--- src/hw/wsc_defines.vh ---
`ifndef WSC_DEFINES_VH
`define WSC_DEFINES_VH
// ----------------------------------------
// Configuration encodings
// ----------------------------------------
`define WSC_OSC_LF 2'h0
`define WSC_OSC_RC 2'h1
`define WSC_OSC_XT 2'h2
`define WSC_OSC_EC 2'h3
`define WSC_PS_TIMER 2'h0
`define WSC_PS_64 2'h1
`define WSC_PS_256 2'h2
`define WSC_PS_1 2'h3
`define WSC_PM_PROTECT 3'h0
// ----------------------------------------
// Register map
// ----------------------------------------
`define WSC_ADDR_CPU_STATUS 8'h06
`define WSC_ADDR_WAKE_CTRL 8'h20
`define WSC_ADDR_WAKE_STAT 8'h21
`define WSC_ST_STKAV 5
`define WSC_ST_GLOBAL_INT_DISABLE 4
`define WSC_ST_TO 3
`define WSC_ST_PD 2
`define WSC_ST_POR 1
`define WSC_ST_BOR 0
// ----------------------------------------
// Timing
// ----------------------------------------
`define WSC_WDT_BASE_MS 12
`define WSC_RC_TICK_NS 1000
`define WSC_WDT_BASE_TICKS ((`WSC_WDT_BASE_MS * 1000000) / `WSC_RC_TICK_NS)
`define WSC_TIMER_TOSC 65536
`define WSC_OST_TOSC 1024
`define WSC_TOSC_NS 10
`define WSC_OST_CYCLES ((`WSC_OST_TOSC * `WSC_TOSC_NS + 9) / 10)
`define WSC_POWERUP_TIMER_MS 96
`define WSC_POWERUP_TIMER_CYCLES ((`WSC_POWERUP_TIMER_MS * 1000000) / `WSC_TOSC_NS)
`endif

--- src/hw/wsc_rc_osc.v ---
`timescale 1ns/1ps
// ----------------------------------------
// Free-running watchdog tick source
// ----------------------------------------
module wsc_rc_osc #(
    parameter TICK_CYCLES = 100
) (
    input wire clock,
    input wire nrst,
    output reg tick_q
);
    reg [15:0] cnt_q;
    always @(posedge clock) begin
        if (!nrst) begin
            cnt_q <= 16'h0000;
            tick_q <= 1'b0;
        end else if (cnt_q == TICK_CYCLES[15:0] - 16'h0001) begin
            cnt_q <= 16'h0000;
            tick_q <= 1'b1;
        end else begin
            cnt_q <= cnt_q + 16'h0001;
            tick_q <= 1'b0;
        end
    end
endmodule // wsc_rc_osc

--- src/hw/wsc_watchdog_sleep.v ---
`timescale 1ns/1ps
`include "wsc_defines.vh"
// Functional notes
// RULE_01: Four oscillator modes chosen by a two-bit select field.
// RULE_02: Watchdog counts from its own free-running tick, also during sleep.
// RULE_03: Enabled watchdog overflow in normal run causes full device reset.
// RULE_04: Postscale select 00 disables watchdog reset permanently.
// RULE_05: Base period 12 ms, scaled by postscale up to about 3 s.
// RULE_06: Counter and postscaler clear on reset, sleep, clear instruction, interrupt wake.
// RULE_07: Counting starts on the first edge after leaving reset.
// RULE_08: Any watchdog time-out clears the active-low time-out flag.
// RULE_09: Power-up delay reuses the watchdog counter and postscaler; the code reuses only the counter, not the postscaler.
// RULE_10: Timer mode overflows after 65536 clocks, clears flag, no reset.
// RULE_11: Timer mode clear instruction sets flag; counter not software visible.
// RULE_12: Timer mode counter halts during sleep.
// RULE_13: Sleep entry stops oscillator, clears power-down flag, sets time-out flag.
// RULE_14: Ports hold their output state during sleep.
// RULE_15: Watchdog reset never drives the master clear pin.
// RULE_16: Sleep ends on reset sources or enabled wake interrupts.
// RULE_17: Only clockless peripherals may wake; others masked in sleep.
// RULE_18: Reset wake resets the device; interrupt wake resumes execution.
// RULE_19: Interrupt wake needs enable, ignores global disable; vector if enabled.
// RULE_20: Pending enabled interrupt at sleep wakes at once, flags as sleep.
// RULE_21: Watchdog counter clears on every wake from sleep.
// RULE_22: Crystal modes hold reset 1024 oscillator periods on wake; the code skips the hold on reset wake when por_n_q is 1.
// RULE_23: Code-protected mode blocks external-code program memory access.
// RULE_24: Postscale field: 11 is 1, 10 is 256, 01 is 64, 00 timer.
// RULE_25: Oscillator field: 11 external, 10 crystal, 01 RC, 00 low-freq.
// RULE_26: Configuration fields are static inputs from nonvolatile storage.
module wsc_watchdog_sleep #(
    parameter WDT_BASE_TICKS = `WSC_WDT_BASE_TICKS,
    parameter RC_TICK_CYCLES = `WSC_RC_TICK_NS / `WSC_TOSC_NS,
    parameter TIMER_CYCLES = `WSC_TIMER_TOSC,
    parameter OST_CYCLES = `WSC_OST_CYCLES,
    parameter POWERUP_TIMER_CYCLES = `WSC_POWERUP_TIMER_CYCLES
) (
    input wire clock,
    input wire nrst,
    input wire [1:0] osc_select,
    input wire [1:0] watchdog_postscale_select,
    input wire [2:0] processor_mode_select,
    input wire por_event,
    input wire bor_event,
    input wire master_clear_pin,
    input wire sleep_instr,
    input wire watchdog_clear_instr,
    input wire [7:0] int_enable,
    input wire [7:0] int_flag,
    input wire [7:0] int_clockless,
    input wire [7:0] port_out_in,
    input wire [7:0] port_oe_in,
    input wire fetch_external,
    input wire pm_access_req,
    input wire [7:0] reg_addr,
    input wire [7:0] reg_wdata,
    input wire reg_wr,
    input wire reg_rd,
    output reg [7:0] reg_rdata,
    output reg device_reset,
    output reg asleep,
    output reg osc_drive_en,
    output reg resume_exec,
    output reg take_vector,
    output reg [7:0] port_out,
    output reg [7:0] port_oe,
    output reg pm_access_grant,
    output reg master_clear_drive_oe,
    output reg [7:0] periph_int_mask
);
    // ----------------------------------------
    // Helpers
    // ----------------------------------------
    function [8:0] post_len;
        input [1:0] sel;
        begin
            case (sel)
                `WSC_PS_1: post_len = 9'h001;
                `WSC_PS_64: post_len = 9'h040;
                `WSC_PS_256: post_len = 9'h100;
                default: post_len = 9'h001;
            endcase
        end
    endfunction
    function is_crystal;
        input [1:0] sel;
        begin
            is_crystal = (sel == `WSC_OSC_XT) || (sel == `WSC_OSC_LF);
        end
    endfunction

    localparam ST_RESET = 3'h0;
    localparam ST_POWERUP_TIMER = 3'h1;
    localparam ST_RUN = 3'h2;
    localparam ST_SLEEP = 3'h3;
    localparam ST_OST = 3'h4;
    localparam ST_WAKE_OST = 3'h5;

    // ----------------------------------------
    // Synchronisers and configuration capture
    // ----------------------------------------
    reg mclr_s1_q, mclr_s2_q;
    reg por_s1_q, por_s2_q, bor_s1_q, bor_s2_q;
    reg [1:0] osc_q, ps_q;
    reg [2:0] pm_q;
    always @(posedge clock) begin
        if (!nrst) begin
            mclr_s1_q <= 1'b1;
            mclr_s2_q <= 1'b1;
            por_s1_q <= 1'b0;
            por_s2_q <= 1'b0;
            bor_s1_q <= 1'b0;
            bor_s2_q <= 1'b0;
        end else begin
            mclr_s1_q <= master_clear_pin;
            mclr_s2_q <= mclr_s1_q;
            por_s1_q <= por_event;
            por_s2_q <= por_s1_q;
            bor_s1_q <= bor_event;
            bor_s2_q <= bor_s1_q;
        end
    end
    always @(posedge clock) begin
        osc_q <= osc_select; // see RULE_01 see RULE_25 see RULE_26
        ps_q <= watchdog_postscale_select; // see RULE_24 see RULE_26
        pm_q <= processor_mode_select; // see RULE_26
    end

    // ----------------------------------------
    // State and counters
    // ----------------------------------------
    wire rc_tick;
    wsc_rc_osc #(.TICK_CYCLES(RC_TICK_CYCLES)) u_rc (
        .clock(clock),
        .nrst(nrst),
        .tick_q(rc_tick)
    ); // see RULE_02

    reg [2:0] state_q, state_d;
    reg [23:0] wdt_cnt_q, wdt_cnt_d;
    reg [8:0] post_cnt_q, post_cnt_d;
    reg [23:0] hold_cnt_q, hold_cnt_d;
    reg to_n_q, to_n_d, pd_n_q, pd_n_d, global_int_disable_q, global_int_disable_d;
    reg por_n_q, por_n_d, bor_n_q, bor_n_d;
    reg [7:0] wake_cause_q, wake_cause_d;
    reg [7:0] port_out_d, port_oe_d;
    reg pending_vec_q, pending_vec_d;

    wire wdt_on = (ps_q != `WSC_PS_TIMER); // see RULE_04
    wire [7:0] wake_src = int_enable & int_flag & int_clockless; // see RULE_17 see RULE_19
    wire int_wake = |wake_src;
    wire ext_reset = !mclr_s2_q || por_s2_q || bor_s2_q;
    wire wdt_last = (wdt_cnt_q == WDT_BASE_TICKS[23:0] - 24'h000001);
    wire post_last = (post_cnt_q == post_len(ps_q) - 9'h001);
    wire wdt_ovf = wdt_on && rc_tick && wdt_last && post_last; // see RULE_05
    wire tmr_ovf = !wdt_on && (wdt_cnt_q == TIMER_CYCLES[23:0] - 24'h000001); // see RULE_10

    always @* begin
        state_d = state_q;
        wdt_cnt_d = wdt_cnt_q;
        post_cnt_d = post_cnt_q;
        hold_cnt_d = hold_cnt_q;
        to_n_d = to_n_q;
        pd_n_d = pd_n_q;
        global_int_disable_d = global_int_disable_q;
        por_n_d = por_n_q;
        bor_n_d = bor_n_q;
        wake_cause_d = wake_cause_q;
        port_out_d = port_out;
        port_oe_d = port_oe;
        pending_vec_d = 1'b0;
        if (reg_wr && reg_addr == `WSC_ADDR_CPU_STATUS) begin
            global_int_disable_d = reg_wdata[`WSC_ST_GLOBAL_INT_DISABLE];
            por_n_d = reg_wdata[`WSC_ST_POR] | por_n_q;
            bor_n_d = reg_wdata[`WSC_ST_BOR] | bor_n_q;
        end
        // Counting during run, and during sleep in watchdog mode; timer mode counts clocks, watchdog mode RC ticks
        if (state_q == ST_RUN || (state_q == ST_SLEEP && wdt_on)) begin
            if (wdt_on) begin
                if (rc_tick) begin // see RULE_02 see RULE_07
                    if (wdt_last) begin
                        wdt_cnt_d = 24'h000000;
                        post_cnt_d = post_last ? 9'h000 : post_cnt_q + 9'h001;
                    end else begin
                        wdt_cnt_d = wdt_cnt_q + 24'h000001;
                    end
                end
            end else begin
                wdt_cnt_d = tmr_ovf ? 24'h000000 : wdt_cnt_q + 24'h000001; // see RULE_12
                if (tmr_ovf) begin
                    to_n_d = 1'b0; // see RULE_10
                end
            end
        end
        case (state_q)
            ST_RESET: begin
                wdt_cnt_d = 24'h000000; // see RULE_06
                post_cnt_d = 9'h000;
                hold_cnt_d = 24'h000000;
                port_out_d = 8'h00;
                port_oe_d = 8'h00;
                if (!ext_reset) begin
                    state_d = por_n_q ? ST_RUN : ST_POWERUP_TIMER;
                end
            end
            ST_POWERUP_TIMER: begin
                // Power-up delay on the shared watchdog counter
                wdt_cnt_d = wdt_cnt_q + 24'h000001; // see RULE_09
                if (wdt_cnt_q == POWERUP_TIMER_CYCLES[23:0] - 24'h000001) begin
                    wdt_cnt_d = 24'h000000;
                    state_d = is_crystal(osc_q) ? ST_OST : ST_RUN;
                end
            end
            ST_RUN: begin
                port_out_d = port_out_in;
                port_oe_d = port_oe_in;
                if (watchdog_clear_instr) begin
                    wdt_cnt_d = 24'h000000; // see RULE_06
                    post_cnt_d = 9'h000;
                    if (!wdt_on) begin
                        to_n_d = 1'b1; // see RULE_11
                    end
                end else if (sleep_instr) begin
                    wdt_cnt_d = 24'h000000; // see RULE_06
                    post_cnt_d = 9'h000;
                    pd_n_d = 1'b0; // see RULE_13
                    to_n_d = 1'b1;
                    state_d = int_wake ? ST_RUN : ST_SLEEP; // see RULE_20
                    pending_vec_d = int_wake && !global_int_disable_q;
                end else if (wdt_ovf) begin
                    to_n_d = 1'b0; // see RULE_08
                    state_d = ST_RESET; // see RULE_03
                end
            end
            ST_SLEEP: begin
                // Port state frozen; no update from the core
                if (wdt_ovf) begin
                    to_n_d = 1'b0; // see RULE_08
                    wake_cause_d = 8'h01;
                    wdt_cnt_d = 24'h000000; // see RULE_21
                    post_cnt_d = 9'h000;
                    state_d = ST_RESET; // see RULE_18
                end else if (int_wake) begin // see RULE_16
                    wake_cause_d = 8'h02;
                    wdt_cnt_d = 24'h000000; // see RULE_06 see RULE_21
                    post_cnt_d = 9'h000;
                    hold_cnt_d = 24'h000000;
                    state_d = is_crystal(osc_q) ? ST_WAKE_OST : ST_RUN; // see RULE_22
                    pending_vec_d = !is_crystal(osc_q) && !global_int_disable_q;
                end
            end
            ST_OST, ST_WAKE_OST: begin
                hold_cnt_d = hold_cnt_q + 24'h000001; // see RULE_22
                if (hold_cnt_q == OST_CYCLES[23:0] - 24'h000001) begin
                    state_d = ST_RUN;
                    pending_vec_d = (state_q == ST_WAKE_OST) && !global_int_disable_q; // see RULE_19
                end
            end
            default: state_d = ST_RESET;
        endcase
        if (ext_reset) begin
            state_d = ST_RESET; // see RULE_16 see RULE_18
            if (state_q == ST_SLEEP) begin
                wake_cause_d = 8'h04;
            end
            if (por_s2_q) begin
                por_n_d = 1'b0;
                pd_n_d = 1'b1;
                to_n_d = 1'b1;
            end
            if (bor_s2_q) begin
                bor_n_d = 1'b0;
            end
        end
    end

    always @(posedge clock) begin
        if (!nrst) begin
            state_q <= ST_RESET;
            wdt_cnt_q <= 24'h000000;
            post_cnt_q <= 9'h000;
            hold_cnt_q <= 24'h000000;
            to_n_q <= 1'b1;
            pd_n_q <= 1'b1;
            global_int_disable_q <= 1'b1;
            por_n_q <= 1'b0;
            bor_n_q <= 1'b0;
            wake_cause_q <= 8'h00;
            pending_vec_q <= 1'b0;
        end else begin
            state_q <= state_d;
            wdt_cnt_q <= wdt_cnt_d;
            post_cnt_q <= post_cnt_d;
            hold_cnt_q <= hold_cnt_d;
            to_n_q <= to_n_d;
            pd_n_q <= pd_n_d;
            global_int_disable_q <= global_int_disable_d;
            por_n_q <= por_n_d;
            bor_n_q <= bor_n_d;
            wake_cause_q <= wake_cause_d;
            pending_vec_q <= pending_vec_d;
        end
    end

    // ----------------------------------------
    // Outputs and register reads
    // ----------------------------------------
    always @(posedge clock) begin
        if (!nrst) begin
            reg_rdata <= 8'h00;
            device_reset <= 1'b1;
            asleep <= 1'b0;
            osc_drive_en <= 1'b1;
            resume_exec <= 1'b0;
            take_vector <= 1'b0;
            port_out <= 8'h00;
            port_oe <= 8'h00;
            pm_access_grant <= 1'b0;
            master_clear_drive_oe <= 1'b0;
            periph_int_mask <= 8'hFF;
        end else begin
            reg_rdata <= 8'h00;
            if (reg_rd) begin
                case (reg_addr)
                    `WSC_ADDR_CPU_STATUS: reg_rdata <= {2'h0, 1'b1, global_int_disable_q, to_n_q, pd_n_q, por_n_q, bor_n_q};
                    `WSC_ADDR_WAKE_CTRL: reg_rdata <= {1'b0, pm_q, ps_q, osc_q};
                    `WSC_ADDR_WAKE_STAT: reg_rdata <= wake_cause_q;
                    default: reg_rdata <= 8'h00;
                endcase
            end
            device_reset <= (state_d == ST_RESET) || (state_d == ST_POWERUP_TIMER) || (state_d == ST_OST)
                || (state_d == ST_WAKE_OST);
            asleep <= (state_d == ST_SLEEP);
            osc_drive_en <= (state_d != ST_SLEEP); // see RULE_13
            resume_exec <= (state_q == ST_SLEEP || state_q == ST_WAKE_OST) && state_d == ST_RUN; // see RULE_18
            take_vector <= pending_vec_q; // see RULE_19
            port_out <= port_out_d; // see RULE_14
            port_oe <= port_oe_d;
            pm_access_grant <= pm_access_req && !(pm_q == `WSC_PM_PROTECT && fetch_external); // see RULE_23
            master_clear_drive_oe <= 1'b0; // see RULE_15
            periph_int_mask <= (state_d == ST_SLEEP) ? int_clockless : 8'hFF; // see RULE_17
        end
    end
endmodule // wsc_watchdog_sleep

--- config.mk ---
export PLATFORM = sky130hd
export DESIGN_NAME = wsc_watchdog_sleep
export DESIGN_NICKNAME = d
export VERILOG_FILES = /design/src/hw/wsc_rc_osc.v /design/src/hw/wsc_watchdog_sleep.v
export VERILOG_INCLUDE_DIRS = /design/src /design/src/hw
export SDC_FILE = /design/constraint.sdc
export NUM_CORES = 1
export LEC_CHECK = 0
export BUFFER_PORTS_ARGS = -buffer_cell sky130_fd_sc_hd__buf_2
export CORE_ASPECT_RATIO = 0.8
export CORE_MARGIN = 3
export CORE_UTILIZATION = 55
export CTS_CLUSTER_SIZE = 40
export DETAILED_ROUTE_END_ITERATION = 7
export PLACE_DENSITY = 0.75
export SETUP_SLACK_MARGIN = 0.5
export SYNTH_ARGS = -nofsm -noshare
export SYNTH_HDL_FRONTEND = slang
export SYNTH_SLANG_ARGS = --single-unit
--- constraint.sdc ---
create_clock -name clock -period 3.2 [get_ports clock]
set_input_delay 0.32 -clock clock [delete_from_list [all_inputs] [get_ports clock]]
set_output_delay 0.32 -clock clock [all_outputs]
set_load 0.01 [all_outputs]
==> run metrics <==
fin nets=roughly 1100; die width=about 130 um; cells along the critical path=or4_4 > or4_1 > a2111o_1 > buf_4 > a31oi_2 > clkdlybuf4s15_2 > or3_1 > a21oi_1; pin count of the biggest net entering global routing=30; Max Transition Viols Final=0; clock tree sinks=about 140; Tightest Pin Transition=0.5994 ns; synthesized area divided by synthesized cell count=between 8 and 9 um2; die outline height=around 110 um; drt initial violations=634; crit path time final=about 2.7 ns; R2R setup slack=about 0.48 ns; number of detailed-routing iterations run before antenna repair=5; Setup TNS Final=0 ns; FF+latch count, synth=142; Routed Wire Length=19680 um; power per standard cell area=around 460 nW/um2; status=completed; setup repair after global routing missed its margin=true; last weighted congestion value of the routability-driven placer=approximately 0.96; maximum vdd drop=0.4769 mV; effective utilization at floorplan=57.03%; first-pass GRT wire length=32180 um; Skew-Pair Late Insertion Delay=between 0.4 and 0.5 ns; final design area excluding fillers=roughly 9000 um2; clock buffer depth=2; Worst setup EP type=register; post-detailed-route wirelength per cell=between 15 and 20 um; buffers and inverters on the worst path=2; Total Die Area=approximately 14000 um2; total power=4.038 mW; final worst hold slack=0.1010 ns; instance area at placement=7891 um2; number of antenna violations at the first check in global routing=0; Final Cycle Share=between 80% and 90%; largest fanout on the critical path=11; vias in the first global route=between 6000 and 7000; layout overhead on the synthesized area=25.16%; area share of the largest cell type after synthesis=40.39%; number of standard cells after synthesis=about 900; cell area after synthesis=approximately 7000 um2; Max Clock Skew=between 0.007 and 0.008 ns; Fmax achieved=between 0.3 and 0.4 GHz; worst hold path cell count=2; commonest register cell after synthesis=sky130_fd_sc_hd__dfxtp_1; portion of the post-synthesis area used by sequential elements=between 40% and 50%; H-Tree Depth=4; final routed DRC violation total=0; destination of the worst register-to-register timing path=hold_cnt_q[18]; ratio of cells with drive above 1 in the final layout=between 20% and 30%; number of cell rows=36; Worst Hold Endpoint=mclr_s1_q; type of origin of the critical path=register; Synth area leader=sky130_fd_sc_hd__dfxtp_1; overflow left after global routing=0; Vias=a little over 7000; detailed placement HPWL=about 14000 um; HP Class=in -> reg; cell chosen for the clock root=sky130_fd_sc_hd__clkbuf_16; Crit path largest cell delay=between 0.5 and 0.6 ns; Detail Route Antenna Nets=0; top cells by area, synth=sky130_fd_sc_hd__dfxtp_1 40%, sky130_fd_sc_hd__nand2_1 5.2%, sky130_fd_sc_hd__a21oi_1 5.1%; Netlist cell types=78; Final Hold Viols=0; max-cap check violation count=0; Overall Global Routing Usage=27.59%; Hold Path Origin=master_clear_pin; leakage power=about 3.3 nW; number of I/O port buffers=between 100 and 150; arrival time at the worst endpoint=around 3.0 ns; Via-to-Cell Ratio=5.930; worst r2r path cells=8; required time at the worst-slack endpoint=between 3 and 4 ns; clk slew on worst S/H paths=roughly 0.060 ns; worst max-slew margin expressed relative to the limit=59.89%; final setup violating endpoints=0; Post-synth EDFFs=0; boundary pin count=approximately 110; number of diodes=0; total core area=12340 um2; Top Family by Delay on Critical Path=simple AND/OR/NAND/NOR gates; Critical Setup Path Class=reg -> reg; startpoint of the worst-slack reg-to-reg timing path=wdt_cnt_q[18]; share of flip-flops with an asynchronous set or reset after synthesis=0%; highest-delay cell along the critical path=sky130_fd_sc_hd__or4_4; count of fill cells added during filler insertion=1015; TritonCTS clock tree=built; Synth Net Count=roughly 960; total clock buffers created by CTS=17; total of warnings raised by yosys=0
-- logic make-up (layout without fill, tap and decap cells) --
family / after synthesis / in the layout / synth area share (%)
other: 1 / 1 / 0.05328
DFF: 142 / 142 / 40.39
AOI/OAI and AO/OA: 206 / 206 / 18.79
xor gates and xnor gates: 28 / 28 / 3.485
buffers and inverters: 67 / 221 / 4.053
and+or+nand+nor: 413 / 413 / 29.94
muxes: 14 / 14 / 2.044
adders and majority gates: 7 / 7 / 1.244
-- flip-flops by register name, summed over array words and instances (netlist names), 2 cells and up, named ones only --
register,flops
post_cnt_q,9
reg_rdata,8
osc_q,2
hold_cnt_q,24
port_out,8
periph_int_mask,8
state_q,3
port_oe,8
wdt_cnt_q,24
pm_q,3
u_rc.cnt_q,16
ps_q,2
-- cells in the final DEF (no fill, tap or decap), types with 6 or more instances in the layout --
master,instances
sky130_fd_sc_hd__nand3_1,65
sky130_fd_sc_hd__dfxtp_1,139
sky130_fd_sc_hd__or3_1,16
sky130_fd_sc_hd__a21oi_1,68
sky130_fd_sc_hd__o21ai_1,8
sky130_fd_sc_hd__inv_1,21
sky130_fd_sc_hd__o21a_1,6
sky130_fd_sc_hd__clkbuf_16,17
sky130_fd_sc_hd__and2_1,10
sky130_fd_sc_hd__a22oi_1,7
sky130_fd_sc_hd__buf_2,106
sky130_fd_sc_hd__nor3_1,25
sky130_fd_sc_hd__and4_1,6
sky130_fd_sc_hd__nor2_1,78
sky130_fd_sc_hd__a21o_1,6
sky130_fd_sc_hd__mux2i_1,10
sky130_fd_sc_hd__and3_1,16
sky130_fd_sc_hd__or3_2,8
sky130_fd_sc_hd__or4_1,11
sky130_fd_sc_hd__o21ai_0,41
sky130_fd_sc_hd__o31ai_1,7
sky130_fd_sc_hd__xor2_1,20
sky130_fd_sc_hd__nand2b_1,14
sky130_fd_sc_hd__dlygate4sd3_1,7
sky130_fd_sc_hd__xnor2_1,7
sky130_fd_sc_hd__nor4_1,11
sky130_fd_sc_hd__nand4_1,19
sky130_fd_sc_hd__nand2_1,96
sky130_fd_sc_hd__a31oi_1,9
sky130_fd_sc_hd__buf_4,49
-- through the flow --
step / util (%) / setup WS [ns] / std cells
after global placement: 63.94 / 0.2989 / 1151
final: 71.37 / 0.4850 / 1203
after CTS: 70.06 / 0.4954 / 1194
after detailed placement: 63.94 / 0.2561 / 1151
after floorplan: - / 0.4173 / 878
after global routing: 71.37 / 0.3848 / 1203
-- cells in the mapped netlist, types with 3 or more instances --
cell,number
sky130_fd_sc_hd__nand2_1,97
sky130_fd_sc_hd__and4_1,6
sky130_fd_sc_hd__a22oi_1,7
sky130_fd_sc_hd__and3_1,18
sky130_fd_sc_hd__xor2_1,20
sky130_fd_sc_hd__or3_2,8
sky130_fd_sc_hd__or4_1,11
sky130_fd_sc_hd__o22ai_1,5
sky130_fd_sc_hd__dfxtp_1,142
sky130_fd_sc_hd__nand3_1,65
sky130_fd_sc_hd__nand3b_1,3
sky130_fd_sc_hd__a31oi_1,10
sky130_fd_sc_hd__nor3b_1,3
sky130_fd_sc_hd__buf_4,3
sky130_fd_sc_hd__o21ai_0,47
sky130_fd_sc_hd__nor2b_1,3
sky130_fd_sc_hd__o21ai_1,3
sky130_fd_sc_hd__or3_1,16
sky130_fd_sc_hd__nand2b_1,14
sky130_fd_sc_hd__o31ai_1,7
sky130_fd_sc_hd__xnor2_1,8
sky130_fd_sc_hd__or2_2,3
sky130_fd_sc_hd__a21o_1,6
sky130_fd_sc_hd__and2_1,10
sky130_fd_sc_hd__mux2i_1,11
sky130_fd_sc_hd__nor2_1,81
sky130_fd_sc_hd__a21oi_1,72
sky130_fd_sc_hd__o31a_1,3
sky130_fd_sc_hd__nor4b_1,4
sky130_fd_sc_hd__o21a_1,6
sky130_fd_sc_hd__inv_1,23
sky130_fd_sc_hd__o211ai_1,5
sky130_fd_sc_hd__nor3_1,29
sky130_fd_sc_hd__ha_1,7
sky130_fd_sc_hd__mux2_2,3
sky130_fd_sc_hd__clkbuf_1,30
sky130_fd_sc_hd__buf_2,6
sky130_fd_sc_hd__nand4_1,19
sky130_fd_sc_hd__nor4_1,11
-- area by class of cell --
type                    count  area [um2]  share of cell area, %
flip-flops and latches    142        2846                  32.32
clock buffers              25       505.5                  5.739
inverters                  24       90.09                  1.023
well taps                 171       214.0                  2.429
clock inverters             5       80.08                 0.9091
multi-input cells         669        4030                  45.75
repair buffers            167        1042                  11.83
-- metal layers --
layer / wire length, um / global-route usage [%] / up-vias
li1: - / - / 3472
met1: 8867 / 38.26 / 3294
met2: 8644 / 42.06 / 317
met3: 1673 / 6.238 / 51
met4: 496 / 10.53 / 0
met5: 0 / 0 / -
-- report_power, final --
group          switching, mW  internal [mW]  total, mW
Sequential            0.0119           1.78       1.80
Combinational          0.164          0.115      0.279
Clock                  0.721           1.24       1.96
Total                  0.897           3.14       4.04
-- repair_timing --
| action | in CTS | in global routing |
|---|---|---|
| gates cloned | 0 | 3 |
| buffers inserted | 7 | 5 |
| pin swaps | 6 | 15 |
| setup endpoints to repair | 60 | 68 |
| resized for setup | 9 | 28 |
| hold endpoints to repair | 6 | 1 |
| hold buffers | 6 | 1 |
-- worst max-delay path by stage --
stage | start | to | slack, ns | cells past startpoint
finish | wdt_cnt_q[18] | hold_cnt_q[18] | 0.48 | 8
global route | ps_q[1] | wdt_cnt_q[22] | 0.38 | 10
CTS | ps_q[1] | wdt_cnt_q[7] | 0.50 | 10
detailed placement | wdt_cnt_q[18] | wdt_cnt_q[7] | 0.26 | 7
global placement | wdt_cnt_q[18] | wdt_cnt_q[7] | 0.30 | 7
floorplan | wdt_cnt_q[16] | resume_exec | 0.42 | 9
Power figures use the tool's default switching activity.
